**config.mk**
```make
export PLATFORM = sky130hd
export DESIGN_NAME = oag_core
export DESIGN_NICKNAME = d
export VERILOG_FILES = /design/src/verilog/oag_pkg.sv /design/src/verilog/oag_core.sv
export SDC_FILE = /design/constraint.sdc
export NUM_CORES = 1
export LEC_CHECK = 0
export BUFFER_PORTS_ARGS = -buffer_cell sky130_fd_sc_hd__buf_4
export CAP_MARGIN = 30
export CORE_ASPECT_RATIO = 1.25
export CORE_MARGIN = 10
export CORE_UTILIZATION = 54
export DETAILED_ROUTE_END_ITERATION = 16
export GPL_TIMING_DRIVEN = 0
export PLACE_DENSITY_LB_ADDON = 0.05
export SYNTH_ARGS = -nofsm -noshare
export SYNTH_HDL_FRONTEND = slang
export SYNTH_SLANG_ARGS = --single-unit
```
**constraint.sdc**
```tcl
create_clock -name core_clk_in -period 4 [get_ports core_clk_in]
set_input_delay 0.8 -clock core_clk_in [delete_from_list [all_inputs] [get_ports core_clk_in]]
set_output_delay 0.8 -clock core_clk_in [all_outputs]
set_load 0.005 [all_outputs]
```
**src/verilog/oag_pkg.sv**
```systemverilog
/*
  Constants for the operand and branch address generator.
  Assumes a single 200 MHz core clock and an 8-bit core around it.
*/
`default_nettype none
package oag_pkg;
  localparam int unsigned CLK_MHZ         = 200;
  localparam int unsigned CLKS_PER_MC     = 4;
  localparam int unsigned CLKS_PER_TICK   = 12;
  localparam int unsigned MAX_CYCLES      = 5;
  localparam logic [7:0]  DIRECT_TOP      = 8'h7F;
  localparam logic [7:0]  BIT_RAM_BASE    = 8'h20;
  localparam logic [7:0]  STATUS_WORD_ADDR = 8'hD0;
  localparam int unsigned BANK_LSB        = 3;
  localparam logic [15:0] ONCHIP_TOP_DEF  = 16'h1FFF;
  localparam logic [2:0]  STD_EXTRA_MULT  = 3'h4;
  localparam logic [2:0]  STD_EXTRA_TBL   = 3'h2;
  localparam logic [2:0]  STD_EXTRA_XDM   = 3'h1;
  localparam logic [2:0]  STD_EXTRA_BR    = 3'h1;
  localparam logic [2:0]  CYC_ONE         = 3'h1;
  localparam logic [2:0]  CYC_XWIDE       = 3'h2;
  localparam logic [2:0]  CYC_D2D         = 3'h3;

  typedef enum logic [3:0] {
    OAG_MODE_WREG   = 4'h0,
    OAG_MODE_DIRECT = 4'h1,
    OAG_MODE_BIT    = 4'h2,
    OAG_MODE_IND    = 4'h3,
    OAG_MODE_STACK  = 4'h4,
    OAG_MODE_XPAGE  = 4'h5,
    OAG_MODE_XWIDE  = 4'h6,
    OAG_MODE_IMM    = 4'h7,
    OAG_MODE_TABLE  = 4'h8,
    OAG_MODE_REL    = 4'h9,
    OAG_MODE_PAGE   = 4'hA,
    OAG_MODE_EXT    = 4'hB
  } oag_mode_t;

  typedef enum logic [1:0] {
    OAG_SPACE_RAM   = 2'h0,
    OAG_SPACE_SPECIAL = 2'h1,
    OAG_SPACE_XDATA = 2'h2,
    OAG_SPACE_CODE  = 2'h3
  } oag_space_t;

  typedef enum logic [1:0] {
    OAG_ST_IDLE = 2'b00,
    OAG_ST_EXEC = 2'b01
  } oag_state_t;
endpackage
`default_nettype wire

```
**src/verilog/oag_core.sv**
```systemverilog
/*
  Operand and branch address generator with instruction cycle timing.
  Assumes the decoder ahead of it presents one decoded instruction per
  request, with opcode and operand bytes already fetched.
*/
// Notes on behaviour
// RULE1 - Operation and flag effects match the standard set; only timing differs.
// RULE2 - Machine cycle is four clocks with one address latch pulse each.
// RULE3 - Timer tick advances once every twelve input clocks by default.
// RULE4 - Duration is one cycle per byte, except multiply, divide, table, move, branch.
// RULE5 - Wide-pointer external move takes two cycles; direct-to-direct move three.
// RULE6 - Instructions take one to five machine cycles.
// RULE7 - Program, data and register spaces are separate address spaces.
// RULE8 - Program memory is fetch-only; fetch routed on-chip or off-chip by address.
// RULE9 - Working registers sit in lowest 32 RAM bytes, bank from status word bits.
// RULE10 - Working-register instructions complete in one machine cycle.
// RULE11 - Direct 00h-7Fh is RAM; above 7Fh is special-function space.
// RULE12 - Bit operands reach RAM 20h-2Fh and special registers ending 0 or 8.
// RULE13 - Bit 00h is RAM 20h bit 0; bit B7 is register B0h bit 7.
// RULE14 - Indirect access uses pointer zero or one, reaching upper RAM too.
// RULE15 - Push and pop address RAM through the stack pointer.
// RULE16 - Paged external move: pointer low byte, port two latch high byte.
// RULE17 - Wide external move uses the selected 16-bit data pointer.
// RULE18 - Immediate operands come from the instruction bytes.
// RULE19 - Table read address is accumulator plus PC or data pointer.
// RULE20 - Taken conditional branch adds signed offset to next address.
// RULE21 - Page branch keeps upper five bits of next address, adds 11-bit field.
// RULE22 - Extended branch loads the 16-bit absolute target.
// RULE23 - Each instruction starts with one opcode; decode says how many more bytes.
// RULE24 - Working register n of bank b sits at RAM address 8*b+n.
`timescale 1ns/100ps
`default_nettype none
module oag_core
  import oag_pkg::*;
#(
  parameter logic [15:0] ONCHIP_TOP = ONCHIP_TOP_DEF
) (
  // Clock and reset
  input  wire logic        core_clk_in,
  input  wire logic        nrst_in,
  // Decoded instruction request
  input  wire logic        req_valid_in,
  output logic             req_ready_out,
  input  wire oag_mode_t   mode_in,
  input  wire logic [1:0]  inst_bytes_in,
  input  wire logic [2:0]  std_extra_in,
  input  wire logic        dir_to_dir_in,
  input  wire logic [2:0]  reg_sel_in,
  input  wire logic        ptr_sel_in,
  input  wire logic [7:0]  op1_in,
  input  wire logic [7:0]  op2_in,
  input  wire logic [2:0]  page_hi_in,
  input  wire logic        cond_true_in,
  input  wire logic        table_dptr_in,
  // Core state seen by the generator
  input  wire logic [7:0]  psw_in,
  input  wire logic [7:0]  ptr0_in,
  input  wire logic [7:0]  ptr1_in,
  input  wire logic [7:0]  sp_in,
  input  wire logic [7:0]  acc_in,
  input  wire logic [7:0]  port_two_latch_in,
  input  wire logic [15:0] wide_ptr0_in,
  input  wire logic [15:0] wide_ptr1_in,
  input  wire logic        dptr_sel_in,
  input  wire logic [15:0] pc_next_in,
  // Operand address result
  output logic             addr_valid_out,
  output oag_space_t       space_out,
  output logic [15:0]      addr_out,
  output logic [2:0]       bit_pos_out,
  output logic             is_imm_out,
  output logic [7:0]       imm_out,
  output logic             fetch_onchip_out,
  output logic             code_write_out,
  // Branch result
  output logic             branch_out,
  output logic [15:0]      target_out,
  // Timing
  output logic [2:0]       cycles_out,
  output logic             done_out,
  output logic             ale_out,
  output logic             timer_tick_out
);

  // Refused at elaboration: an on-chip code window of address 0000h only
  if (ONCHIP_TOP == 16'h0000) begin
    $error("ONCHIP_TOP must be nonzero");
  end

  // Cycle count of one instruction
  function automatic logic [2:0] inst_cycles(input oag_mode_t m, input logic [1:0] nb,
                                             input logic [2:0] extra, input logic d2d);
    logic [2:0] c;
    c = {1'b0, nb}; // RULE4 RULE23
    if (m == OAG_MODE_WREG) begin
      c = CYC_ONE; // RULE10
    end else if (m == OAG_MODE_XWIDE) begin
      c = CYC_XWIDE; // RULE5
    end else if (d2d) begin
      c = CYC_D2D; // RULE5
    end else if (extra != 3'h0) begin
      c = extra; // RULE4
    end
    if (c == 3'h0) begin
      c = CYC_ONE;
    end else if (c > 3'(MAX_CYCLES)) begin
      c = 3'(MAX_CYCLES); // RULE6
    end
    return c;
  endfunction

  // Working register address in the active bank
  function automatic logic [7:0] wreg_addr(input logic [7:0] program_status_word, input logic [2:0] n);
    return {3'h0, program_status_word[BANK_LSB+1:BANK_LSB], n}; // RULE9 RULE24
  endfunction

  // Machine cycle phase and timer prescaler
  logic [1:0] phase_q;
  logic [1:0] phase_d;
  logic [3:0] tick_q;
  logic [3:0] tick_d;
  wire        mc_end   = (phase_q == 2'(CLKS_PER_MC - 1));
  wire        tick_end = (tick_q == 4'(CLKS_PER_TICK - 1));
  assign phase_d = mc_end ? 2'h0 : phase_q + 2'h1; // RULE2
  assign tick_d  = tick_end ? 4'h0 : tick_q + 4'h1; // RULE3

  // Instruction state
  oag_state_t st_q;
  oag_state_t st_d;
  logic [2:0] left_q;
  logic [2:0] left_d;

  wire accept   = (st_q == OAG_ST_IDLE) && req_valid_in && mc_end;
  wire last_mc  = (st_q == OAG_ST_EXEC) && mc_end && (left_q == 3'h1);
  wire [2:0] ncyc = inst_cycles(mode_in, inst_bytes_in, std_extra_in, dir_to_dir_in);

  always_comb begin
    st_d   = st_q;
    left_d = left_q;
    unique case (st_q)
      OAG_ST_IDLE: begin
        if (accept) begin
          st_d   = OAG_ST_EXEC;
          left_d = ncyc;
        end
      end
      OAG_ST_EXEC: begin
        if (mc_end) begin
          left_d = left_q - 3'h1;
          if (left_q == 3'h1) begin
            st_d = OAG_ST_IDLE;
          end
        end
      end
    endcase
  end

  assign req_ready_out = (st_q == OAG_ST_IDLE) && mc_end;

  // Address decode
  wire [7:0]  ptr_val   = ptr_sel_in ? ptr1_in : ptr0_in; // RULE14
  wire [15:0] dptr_val  = dptr_sel_in ? wide_ptr1_in : wide_ptr0_in; // RULE17
  wire        bit_in_special = op1_in[7];
  wire [7:0]  bit_byte  = bit_in_special ? {op1_in[7:3], 3'h0}
                                     : BIT_RAM_BASE + {4'h0, op1_in[6:3]}; // RULE12 RULE13
  wire [15:0] tbl_base  = table_dptr_in ? dptr_val : pc_next_in;
  wire [15:0] tbl_addr  = tbl_base + {8'h00, acc_in}; // RULE19
  wire [15:0] rel_tgt   = pc_next_in + {{8{op1_in[7]}}, op1_in}; // RULE20
  wire [15:0] page_tgt  = {pc_next_in[15:11], page_hi_in, op1_in}; // RULE21
  wire [15:0] ext_tgt   = {op1_in, op2_in}; // RULE22
  wire        dir_special = (op1_in > DIRECT_TOP); // RULE11

  oag_space_t sp_d;
  logic [15:0] ad_d;
  logic [2:0]  bp_d;
  logic        br_d;
  logic [15:0] tg_d;

  always_comb begin
    sp_d = OAG_SPACE_RAM;
    ad_d = 16'h0000;
    bp_d = 3'h0;
    br_d = 1'b0;
    tg_d = pc_next_in;
    unique case (mode_in)
      OAG_MODE_WREG:   ad_d = {8'h00, wreg_addr(psw_in, reg_sel_in)};
      OAG_MODE_DIRECT: begin
        sp_d = dir_special ? OAG_SPACE_SPECIAL : OAG_SPACE_RAM; // RULE7 RULE11
        ad_d = {8'h00, op1_in};
      end
      OAG_MODE_BIT: begin
        sp_d = bit_in_special ? OAG_SPACE_SPECIAL : OAG_SPACE_RAM;
        ad_d = {8'h00, bit_byte};
        bp_d = op1_in[2:0]; // RULE13
      end
      OAG_MODE_IND:    ad_d = {8'h00, ptr_val}; // RULE14
      OAG_MODE_STACK:  ad_d = {8'h00, sp_in}; // RULE15
      OAG_MODE_XPAGE: begin
        sp_d = OAG_SPACE_XDATA;
        ad_d = {port_two_latch_in, ptr_val}; // RULE16
      end
      OAG_MODE_XWIDE: begin
        sp_d = OAG_SPACE_XDATA;
        ad_d = dptr_val; // RULE17
      end
      OAG_MODE_IMM:    ad_d = 16'h0000; // RULE18
      OAG_MODE_TABLE: begin
        sp_d = OAG_SPACE_CODE;
        ad_d = tbl_addr; // RULE19
      end
      OAG_MODE_REL: begin
        br_d = cond_true_in;
        tg_d = cond_true_in ? rel_tgt : pc_next_in; // RULE20
      end
      OAG_MODE_PAGE: begin
        br_d = 1'b1;
        tg_d = page_tgt;
      end
      OAG_MODE_EXT: begin
        br_d = 1'b1;
        tg_d = ext_tgt;
      end
      default: ad_d = 16'h0000;
    endcase
  end

  // Code space routing follows the fetch or table address
  wire [15:0] code_addr = (mode_in == OAG_MODE_TABLE) ? tbl_addr : pc_next_in;
  wire        onchip_d  = (code_addr <= ONCHIP_TOP); // RULE8

  // Registered outputs
  logic       av_q;
  oag_space_t sp_q;
  logic [15:0] ad_q;
  logic [2:0] bp_q;
  logic       im_q;
  logic [7:0] iv_q;
  logic       oc_q;
  logic       br_q;
  logic [15:0] tg_q;
  logic [2:0] cy_q;
  logic       dn_q;
  logic       ale_q;
  logic       tt_q;

  always_ff @(posedge core_clk_in or negedge nrst_in) begin
    if (!nrst_in) begin
      phase_q <= 2'h0;
      tick_q  <= 4'h0;
      st_q    <= OAG_ST_IDLE;
      left_q  <= 3'h0;
      ale_q   <= 1'b0;
      tt_q    <= 1'b0;
      dn_q    <= 1'b0;
    end else begin
      phase_q <= phase_d;
      tick_q  <= tick_d;
      st_q    <= st_d;
      left_q  <= left_d;
      ale_q   <= mc_end; // RULE2
      tt_q    <= tick_end; // RULE3
      dn_q    <= last_mc; // RULE6
    end
  end

  always_ff @(posedge core_clk_in or negedge nrst_in) begin
    if (!nrst_in) begin
      av_q <= 1'b0;
      sp_q <= OAG_SPACE_RAM;
      ad_q <= 16'h0000;
      bp_q <= 3'h0;
      im_q <= 1'b0;
      iv_q <= 8'h00;
      oc_q <= 1'b0;
      br_q <= 1'b0;
      tg_q <= 16'h0000;
      cy_q <= 3'h0;
    end else begin
      av_q <= accept;
      if (accept) begin
        sp_q <= sp_d;
        ad_q <= ad_d;
        bp_q <= bp_d;
        im_q <= (mode_in == OAG_MODE_IMM);
        iv_q <= op1_in; // RULE18
        oc_q <= onchip_d;
        br_q <= br_d;
        tg_q <= tg_d;
        cy_q <= ncyc;
      end
    end
  end

  assign addr_valid_out   = av_q;
  assign space_out        = sp_q;
  assign addr_out         = ad_q;
  assign bit_pos_out      = bp_q;
  assign is_imm_out       = im_q;
  assign imm_out          = iv_q;
  assign fetch_onchip_out = oc_q;
  assign code_write_out   = 1'b0; // RULE8
  assign branch_out       = br_q;
  assign target_out       = tg_q;
  assign cycles_out       = cy_q; // RULE1
  assign done_out         = dn_q;
  assign ale_out          = ale_q;
  assign timer_tick_out   = tt_q;

endmodule
`default_nettype wire

```
[Word level (Yosys, flattened, before mapping)]
Index checks and enable logic that the tools add are counted.
Operators by class
  add/subtract/negate cells: 6
  multipliers: 0
  div/mod/pow operators: 0
  magnitude comparators: 3
  equal/unequal tests: 18
  shift-type cells: 0
  multiplexer cells: 28
  bitwise operators: 0
  reductions and logical operators: 13
Operators with widths (count)
  $pmux W16 S8: 1
  $mux W16: 4
  $pmux W16 S3: 1
  $mux W3: 9
  $eq A4 B4 Y1 const B: 5
  $add A16 B16 Y16: 1
  $add A16 B8 Y16: 1
  $eq A4 B3 Y1 const B: 4
  $le A16 B13 Y1 const B: 1
  $mux W8: 2
  $eq A4 B2 Y1 const B: 2
  $gt A8 B7 Y1 const B: 1
  $mux W2: 4
  $pmux W2 S4: 1
  $add A6 B4 Y7 const A: 1
  $pmux W3 S2: 1
  $logic_and A1 B1 Y1: 5
  $add A4 B1 Y4 const B: 1
  $eq A4 B1 Y1 const B: 1
  $logic_not A4 Y1: 1
  $mux W4: 1
  $ne A2 B2 Y1 const B: 2
  $pmux W2 S2: 1
  $reduce_or A2 Y1: 2
  14 further kinds: 15
Word-level totals
  flip-flop bits (word level): 66
  latch bits: 0
  RAM bits: 0
  ROM bits: 0
  input port bits: 135
  output and inout bits: 57
  word-level logic and storage cells: 85
  memories kept: 0

[Depth between registers and ports, before layout]
Gate-level depths: netlist (run 1).
  depth in word-level cells: 10
  depth in mapped cells: 15
  gate-level depth less buffers: 13

[Worst setup path after synthesis (run 1)]
OpenSTA, ideal clock, no wires.
  path kind: input to register
  start point: input port table_dptr_in
  end point: register ad_q[12] (netlist: addr_out[12])
  setup time: 0.135 ns
  arrival: 3.478 ns
  required time: 3.865 ns
  setup slack: 0.387 ns
  stages: 15
  buffers on the path: 3
  cell sequence: clkbuf_1 buf_1 buf_1 a21oi_1 ha_1 inv_1 fa_1 nor2b_1 o21ai_0 a21boi_0 o21ai_0 nor2_1 xnor2_1 a221oi_1 o21ai_0
Between the ends
  longest elaborated chain between the ends: 3
RTL lines
  from (decl): RTL line oag_core.sv:54  | input wire logic table_dptr_in,
  $mux W16: RTL line oag_core.sv:166  | wire [15:0] tbl_base = table_dptr_in ? dptr_val : pc_next_in;
  $add A16 B8 Y16: RTL line oag_core.sv:167  | wire [15:0] tbl_addr = tbl_base + {8'h00, acc_in};
  $pmux W16 S8: RTL line oag_core.sv:185  | unique case (mode_in)
  to (signal assigned): RTL line oag_core.sv:270  | ad_q <= 16'h0000;
  to (signal assigned): RTL line oag_core.sv:282  | ad_q <= ad_d;
  to (decl): RTL line oag_core.sv:234  | logic [15:0] ad_q;
No other way between the ends.
A chain may end at the register's enable or synchronous reset.

[Worst setup path in the final report (run 1)]
  start point: input port table_dptr_in
  end point: register ad_q[14] (netlist: addr_out[14])
The elaborated chain is that of the path after synthesis.

==> run_results.csv, run 1 <==
group,metric,value,unit
status,status,"finished, final reports clean",
floorplanning,rows,39,
floorplanning,core-area,9170,um2
detailed_routing,vias,5936,
floorplanning,fp.dieW,107,um
sta,fin_crit,3.70,ns
placed_design,place_hpwl,16.0,mm
clock_tree,insertion_delay,0.34,ns
setup_path,path_max_fanout,10,
finish,num-nets-final,992,
floorplanning,die_height,128,um
placed_design,placedCellCount,940,
detailed_routing,drc_errors,0,
sta,fin_crit_sh,92.4,%
hold_path,hold_path_class,"reg -> reg",
clock_tree,cts_sinks,65,
floorplanning,pin_count,192,
finish,instances_no_fill,956,
sta,clock-skew-final,0.00648,ns
global_routing,grt-ovfl-total,0,
power_and_ir_drop,finalPower,2.76,mW
clock_tree,path_clk_slew,0.06,ns
synthesis,yosysTopAreaCellShare,32.0,%
setup_path,cp.arrival,3.90,ns
finish,fill_cells,739,
power_and_ir_drop,irDropWorstVdd,0.257,mV
clock_tree,cts_buffers,9,
synthesis,synth-async-reset-ratio,100,%
detailed_routing,via_per_inst,6.21,
clock_tree,clockBufferDepth,2,
placed_design,io_buffers,179,
setup_path,setup.worst_path.start_class,"primary input",
sta,setup_viol,0,
detailed_routing,ant_nets,0,
power_and_ir_drop,power_leakage,3.31,nW
placed_design,gp_congestion,0.949,
power_and_ir_drop,power.density,402,nW/um2
clock_tree,ctsRootBufferMaster,"clkbuf_16",
floorplanning,dieArea,13700,um2
synthesis,yosysTopAreaCell,"dfrtp_1",
sta,timing.fmax,0.270,GHz
global_routing,grt_use_total,28.5,%
finish,area_growth,35.2,%
global_routing,grt_antenna_before_repair,0,
job,cap_violations,0,
sta,finalHoldViolations,0,
clock_tree,hold_buffers,0,
floorplanning,start_util,55.4,%
sta,slew_viol_final,0,
detailed_routing,wl_per_cell,21.2,um
synthesis,ys_seq_elements,65,
synthesis,yosys_warnings,0,
detailed_routing,routed_wirelength,20.3,mm
global_routing,grt_start_max_net_pins,66,
setup_path,criticalPathCategory,"in -> reg",
detailed_routing,drt_pre_antenna_iters,8,
sta,worstMarginPinSlew,0.855,ns
synthesis,synth_edf_count,0,
synthesis,netlist_area,5080,um2
detailed_routing,drt_iter0_drc,539,
global_routing,grt_pass1_vias,6024,
sta,max-slew-margin-rel,43.0,%
clock_tree,tritoncts,"done",
synthesis,ys_seq_area_share,32.0,%
setup_path,cp_data_required_time,4.20,ns
synthesis,synth_area_per_cell,7.96,um2
finish,layout-drive-gt1-share,25.3,%
finish,diodes,0,
synthesis,synth_area_leaders,"dfrtp_1 (32%), nand2_1 (6.9%), ha_1 (6.7%)",
global_routing,grt_pass1_wl,31.3,mm
synthesis,syn_nets,802,
synthesis,synth_ff_type,"dfrtp_1",
synthesis,ys_types,58,
clock_tree,htree_levels,3,
setup_path,worstSetupEndpointType,"register",
synthesis,syn_inst,638,
power by group:
group | internal [mW] | switching [mW] | leakage (nW)
Combinational | 0.532 | 0.496 | 2.35
Sequential | 0.853 | 0.138 | 0.827
Clock | 0.424 | 0.315 | 0.136
Total | 1.81 | 0.949 | 3.31
cell usage in the layout, fill, tap and decap left out, types with 5 or more instances in the layout:
| master | instances |
|---|---|
| buf_4 | 180 |
| nand2_1 | 93 |
| nor2_1 | 72 |
| dfrtp_1 | 65 |
| o21ai_0 | 61 |
| a21oi_1 | 55 |
| mux2i_1 | 32 |
| ha_1 | 27 |
| clkbuf_1 | 24 |
| inv_1 | 20 |
| xnor2_1 | 19 |
| a221oi_1 | 17 |
| a21o_1 | 11 |
| nand2b_1 | 11 |
| xor2_1 | 11 |
| o22ai_1 | 10 |
| nor3_1 | 9 |
| a211oi_1 | 9 |
| clkbuf_16 | 9 |
| a31oi_1 | 8 |
| nor2b_1 | 5 |
| nand3_1 | 5 |
registers in the layout (all words and copies together) (netlist names), 2 cells and up:
name         flops
addr_out        16
left_q           3
target_out      16
space_out        2
cycles_out       3
imm_out          8
bit_pos_out      3
phase_q          2
tick_q           4
path summary, 6_finish.rpt:
check	start	endpoint	slack [ns]	cells past startpoint
worst max-delay path	table_dptr_in	addr_out[14]	0.30	16
worst min register to register	phase_q[0]	phase_q[0]	0.44	1
min in group asynchronous	nrst_in	imm_out[1]	0.55	1
worst max register to register	phase_q[0]	addr_out[14]	1.39	8
worst min-delay path	phase_q[0]	phase_q[0]	0.44	1
max in group asynchronous	nrst_in	addr_out[9]	2.87	1
synth_stat cells (9+ instances only):
cell	instances
dfrtp_1	65
ha_1	27
o22ai_1	10
xor2_1	11
xnor2_1	19
o21ai_0	63
nor2_1	72
clkbuf_1	24
a221oi_1	17
nand2b_1	11
nor3_1	9
nand2_1	93
a211oi_1	9
a21oi_1	55
a21o_1	11
inv_1	20
mux2i_1	32
critical path: stages:
cell and delay, ns:
buf_4 0.13, clkbuf_1 0.22, clkbuf_2 0.26, clkbuf_2 0.23, a21oi_1 0.18, ha_1 0.20, inv_1 0.07, fa_1 0.41
nor2b_1 0.13, o21ai_0 0.12, a21boi_1 0.33, o21ai_2 0.16, nor2_1 0.13, xor2_1 0.22, o221a_2 0.22, o21ai_0 0.08
what timing repair did:
item,4_1_cts,5_1_grt
setup buffers,0,0
endpoints found under the hold margin,0,0
setup endpoints to repair,6,10
resized for setup,2,4
per-layer routing:
metal | GRT usage (%) | up-vias | share of wire, %
li1 | - | 2681 | -
met1 | 31.9 | 2800 | 37
met2 | 48.8 | 385 | 49
met3 | 7.69 | 70 | 9.3
met4 | 14.0 | 0 | 4.2
met5 | 0 | - | 0
stage by stage:
step / TNS (ns) / cell area [um2] / utilization [%] / hold WS [ns] / setup WS (ns)
2_1_floorplan: 0 / 5080 / - / 0.403 / 0.387
3_5_place_dp: -3.01 / 6580 / 71.7 / 0.434 / -0.415
5_1_grt: -0.00358 / 6860 / 74.8 / 0.458 / -0.00358
4_1_cts: 0 / 6860 / 74.8 / 0.441 / 0.0337
6_report: 0 / 6860 / 74.8 / 0.440 / 0.302
3_3_place_gp: -2.01 / 6580 / 71.7 / 0.416 / -0.292
cell type report:
class | instances | area [um2] | area share, %
Multi-Input combinational cell | 519 | 3240 | 47.2
Sequential cell | 65 | 1630 | 23.7
Timing Repair Buffer | 179 | 1340 | 19.6
Clock buffer | 9 | 225 | 3.28
Tap cell | 123 | 154 | 2.24
Buffer | 34 | 144 | 2.10
Inverter | 20 | 75.1 | 1.09
Clock inverter | 7 | 56.3 | 0.820
kinds of logic (layout without fill, tap and decap cells):
family | after synthesis | count (layout) | share of synthesized area [%]
buf+inv | 54 | 249 | 4.26
flops | 65 | 65 | 32.0
mux | 33 | 33 | 6.53
simple gates | 214 | 214 | 18.1
other cells | 1 | 1 | 0.0738
fa+ha+maj | 29 | 29 | 7.44
xor+xnor | 30 | 30 | 5.17
compound gates | 212 | 212 | 26.4
(Power assumes the default switching activity.)
==> run 2: changes to the inputs <==
--- a/config.mk
+++ b/config.mk
@@ -13,6 +13,7 @@
 export DETAILED_ROUTE_END_ITERATION = 16
 export GPL_TIMING_DRIVEN = 0
 export PLACE_DENSITY_LB_ADDON = 0.05
+export REMOVE_ABC_BUFFERS = 1
 export SYNTH_ARGS = -nofsm -noshare
 export SYNTH_HDL_FRONTEND = slang
 export SYNTH_SLANG_ARGS = --single-unit
==> run 2 against run 1 <==
  * Critical path depth shrank 2
  * Via count shrank 2.7%
  * Sequential power shrank 0.7%
  * Critical path type unchanged
  * Largest cell class unchanged
==> run_results.csv, run 2 (synthesis results as in run 1) <==
group,metric,value,unit
job,cap_violations,0,
finish,diodes,0,
setup_path,ff2ff_path_depth,9,
finish,area_growth,35.6,%
clock_tree,tritoncts,"done",
clock_tree,insertion_delay,0.34,ns
clock_tree,cts.repair.resized,0,
sta,fin_crit_sh,90.1,%
placed_design,place_hpwl,14.9,mm
status,status,"finished, final reports clean",
sta,fin_crit,3.61,ns
power_and_ir_drop,clockPowerShare,32.7,%
detailed_routing,drt_iter0_drc,494,
power_and_ir_drop,power.share.sequential,33.1,%
clock_tree,hold_buffers,0,
detailed_routing,vias,5773,
sta,worstMarginPinSlew,0.982,ns
finish,layout_commonest_cell,"buf_4",
sta,timing.fmax,0.277,GHz
sta,max-slew-margin-rel,34.3,%
sta,fin_tns_setup,0,ns
clock_tree,path_clk_slew,0.05,ns
finish,most-common-layout-cells,"buf_4 (185), nand2_1 (92), nor2_1 (72), dfrtp_1 (65), o21ai_0 (62)",
detailed_routing,ant_nets,0,
sta,rsz0062_at_grt,"false",
global_routing,grt_antenna_before_repair,0,
sta,slew_viol_final,0,
sta,setup_ws,0.394,ns
power_and_ir_drop,switching_share,31.0,%
finish,num-nets-final,966,
sta,clock-skew-final,0.0116,ns
setup_path,criticalPathCategory,"in -> reg",
finish,layout-drive-gt1-share,26.3,%
power_and_ir_drop,finalPower,2.97,mW
global_routing,grt_pass1_wl,29.9,mm
clock_tree,ctsRootBufferMaster,"clkbuf_16",
power_and_ir_drop,intPower,2.05,mW
power_and_ir_drop,power.density,431,nW/um2
sta,setup_viol,0,
floorplanning,die_height,128,um
setup_path,cp_data_required_time,4.21,ns
finish,final_area,6890,um2
placed_design,gp_congestion,0.961,
finish,multi_input_area,3240,um2
floorplanning,rows,39,
power_and_ir_drop,irDropWorstVdd,0.250,mV
placed_design,place_area,6530,um2
power_and_ir_drop,power_leakage,3.34,nW
clock_tree,postCtsSetupBuffers,0,
setup_path,cp.arrival,3.81,ns
global_routing,grt_start_max_net_pins,66,
clock_tree,cts_sinks,65,
floorplanning,start_util,55.4,%
floorplanning,fp.dieW,107,um
detailed_routing,drc_errors,0,
placed_design,io_buffers,184,
detailed_routing,wl_per_cell,20.9,um
clock_tree,clockBufferDepth,2,
setup_path,path_max_fanout,16,
floorplanning,core-area,9170,um2
detailed_routing,via_per_inst,6.21,
setup_path,worstSetupEndpointType,"register",
finish,fin_util,75.1,%
hold_path,hold_path_class,"reg -> reg",
global_routing,grt-ovfl-total,0,
setup_path,setup.worst_path.start_class,"primary input",
detailed_routing,drt_pre_antenna_iters,5,
finish,instances_no_fill,930,
placed_design,dp_slack,0.148,ns
global_routing,grt_pass1_vias,5871,
finish,layout.area.seq,1630,um2
hold_path,worstHoldPathCells,1,
floorplanning,dieArea,13700,um2
detailed_routing,routed_wirelength,19.5,mm
sta,whs,0.470,ns
sta,finalHoldViolations,0,
floorplanning,pin_count,192,
global_routing,grt_use_total,27.3,%
clock_tree,htree_levels,3,
power_and_ir_drop,switchingPower,0.921,mW
finish,fill_cells,725,
placed_design,placedCellCount,914,
clock_tree,cts_buffers,9,
power_and_ir_drop,combinationalPowerShare,34.1,%
## run 2: changes by cell type in the layout (fill, tap and decap cells not counted), sizes merged
cell | previous run | this run
bufinv | 0 | 4
clkbuf | 35 | 10
clkinv | 5 | 2
clkinvlp | 1 | 0
inv | 21 | 20
## run 2: layer usage
layer | share of wire (%) | vias up | track usage [%] | routed length, um
li1 | - | 2636 | - | -
met1 | 37 | 2731 | 29.3 | 7140
met2 | 50 | 330 | 48.5 | 9820
met3 | 8.8 | 76 | 6.69 | 1710
met4 | 4.2 | 0 | 14.0 | 809
met5 | 0 | - | 0 | 0
## run 2: final cells by class
cell class	count	area share, %
clock inverter	6	1.89
timing repair buffer	187	20.9
sequential	65	23.6
tap	123	2.23
multi-input combinational	519	47.0
inverter	20	1.09
clock buffer	10	3.32
## run 2: power groups by stage
| stage | Clock (mW) | Combinational [mW] | Sequential [mW] |
|---|---|---|---|
| 6_report | 0.973 | 1.01 | 0.984 |
| 5_1_grt | 1.01 | 1.12 | 1.01 |
| 4_1_cts | 0.972 | 1.02 | 0.982 |
| 3_5_place_dp | 0 | 1.01 | 0.988 |
| 3_3_place_gp | 0 | 0.985 | 0.972 |
| 2_1_floorplan | 0 | 0.431 | 0.986 |
## run 2: worst paths after layout
check                                  from             to  slack, ns
worst max-delay path            dptr_sel_in   addr_out[12]       0.39
worst min-delay path             phase_q[0]     phase_q[0]       0.47
worst max register to register   phase_q[0]  target_out[9]       1.06
worst min register to register   phase_q[0]     phase_q[0]       0.47
max in group asynchronous           nrst_in  cycles_out[2]       2.88
min in group asynchronous           nrst_in     imm_out[4]       0.57
## run 2: critical path, cell delays in order
cell and delay (ns):
buf_4 0.28, mux2i_1 0.17, a21oi_1 0.19, ha_1 0.18, inv_1 0.05, fa_1 0.40
nor2b_1 0.11, o21ai_0 0.11, a21boi_0 0.40, o21ai_0 0.34, nor2_1 0.20, xnor2_1 0.10
a221oi_1 0.32, o21ai_0 0.12
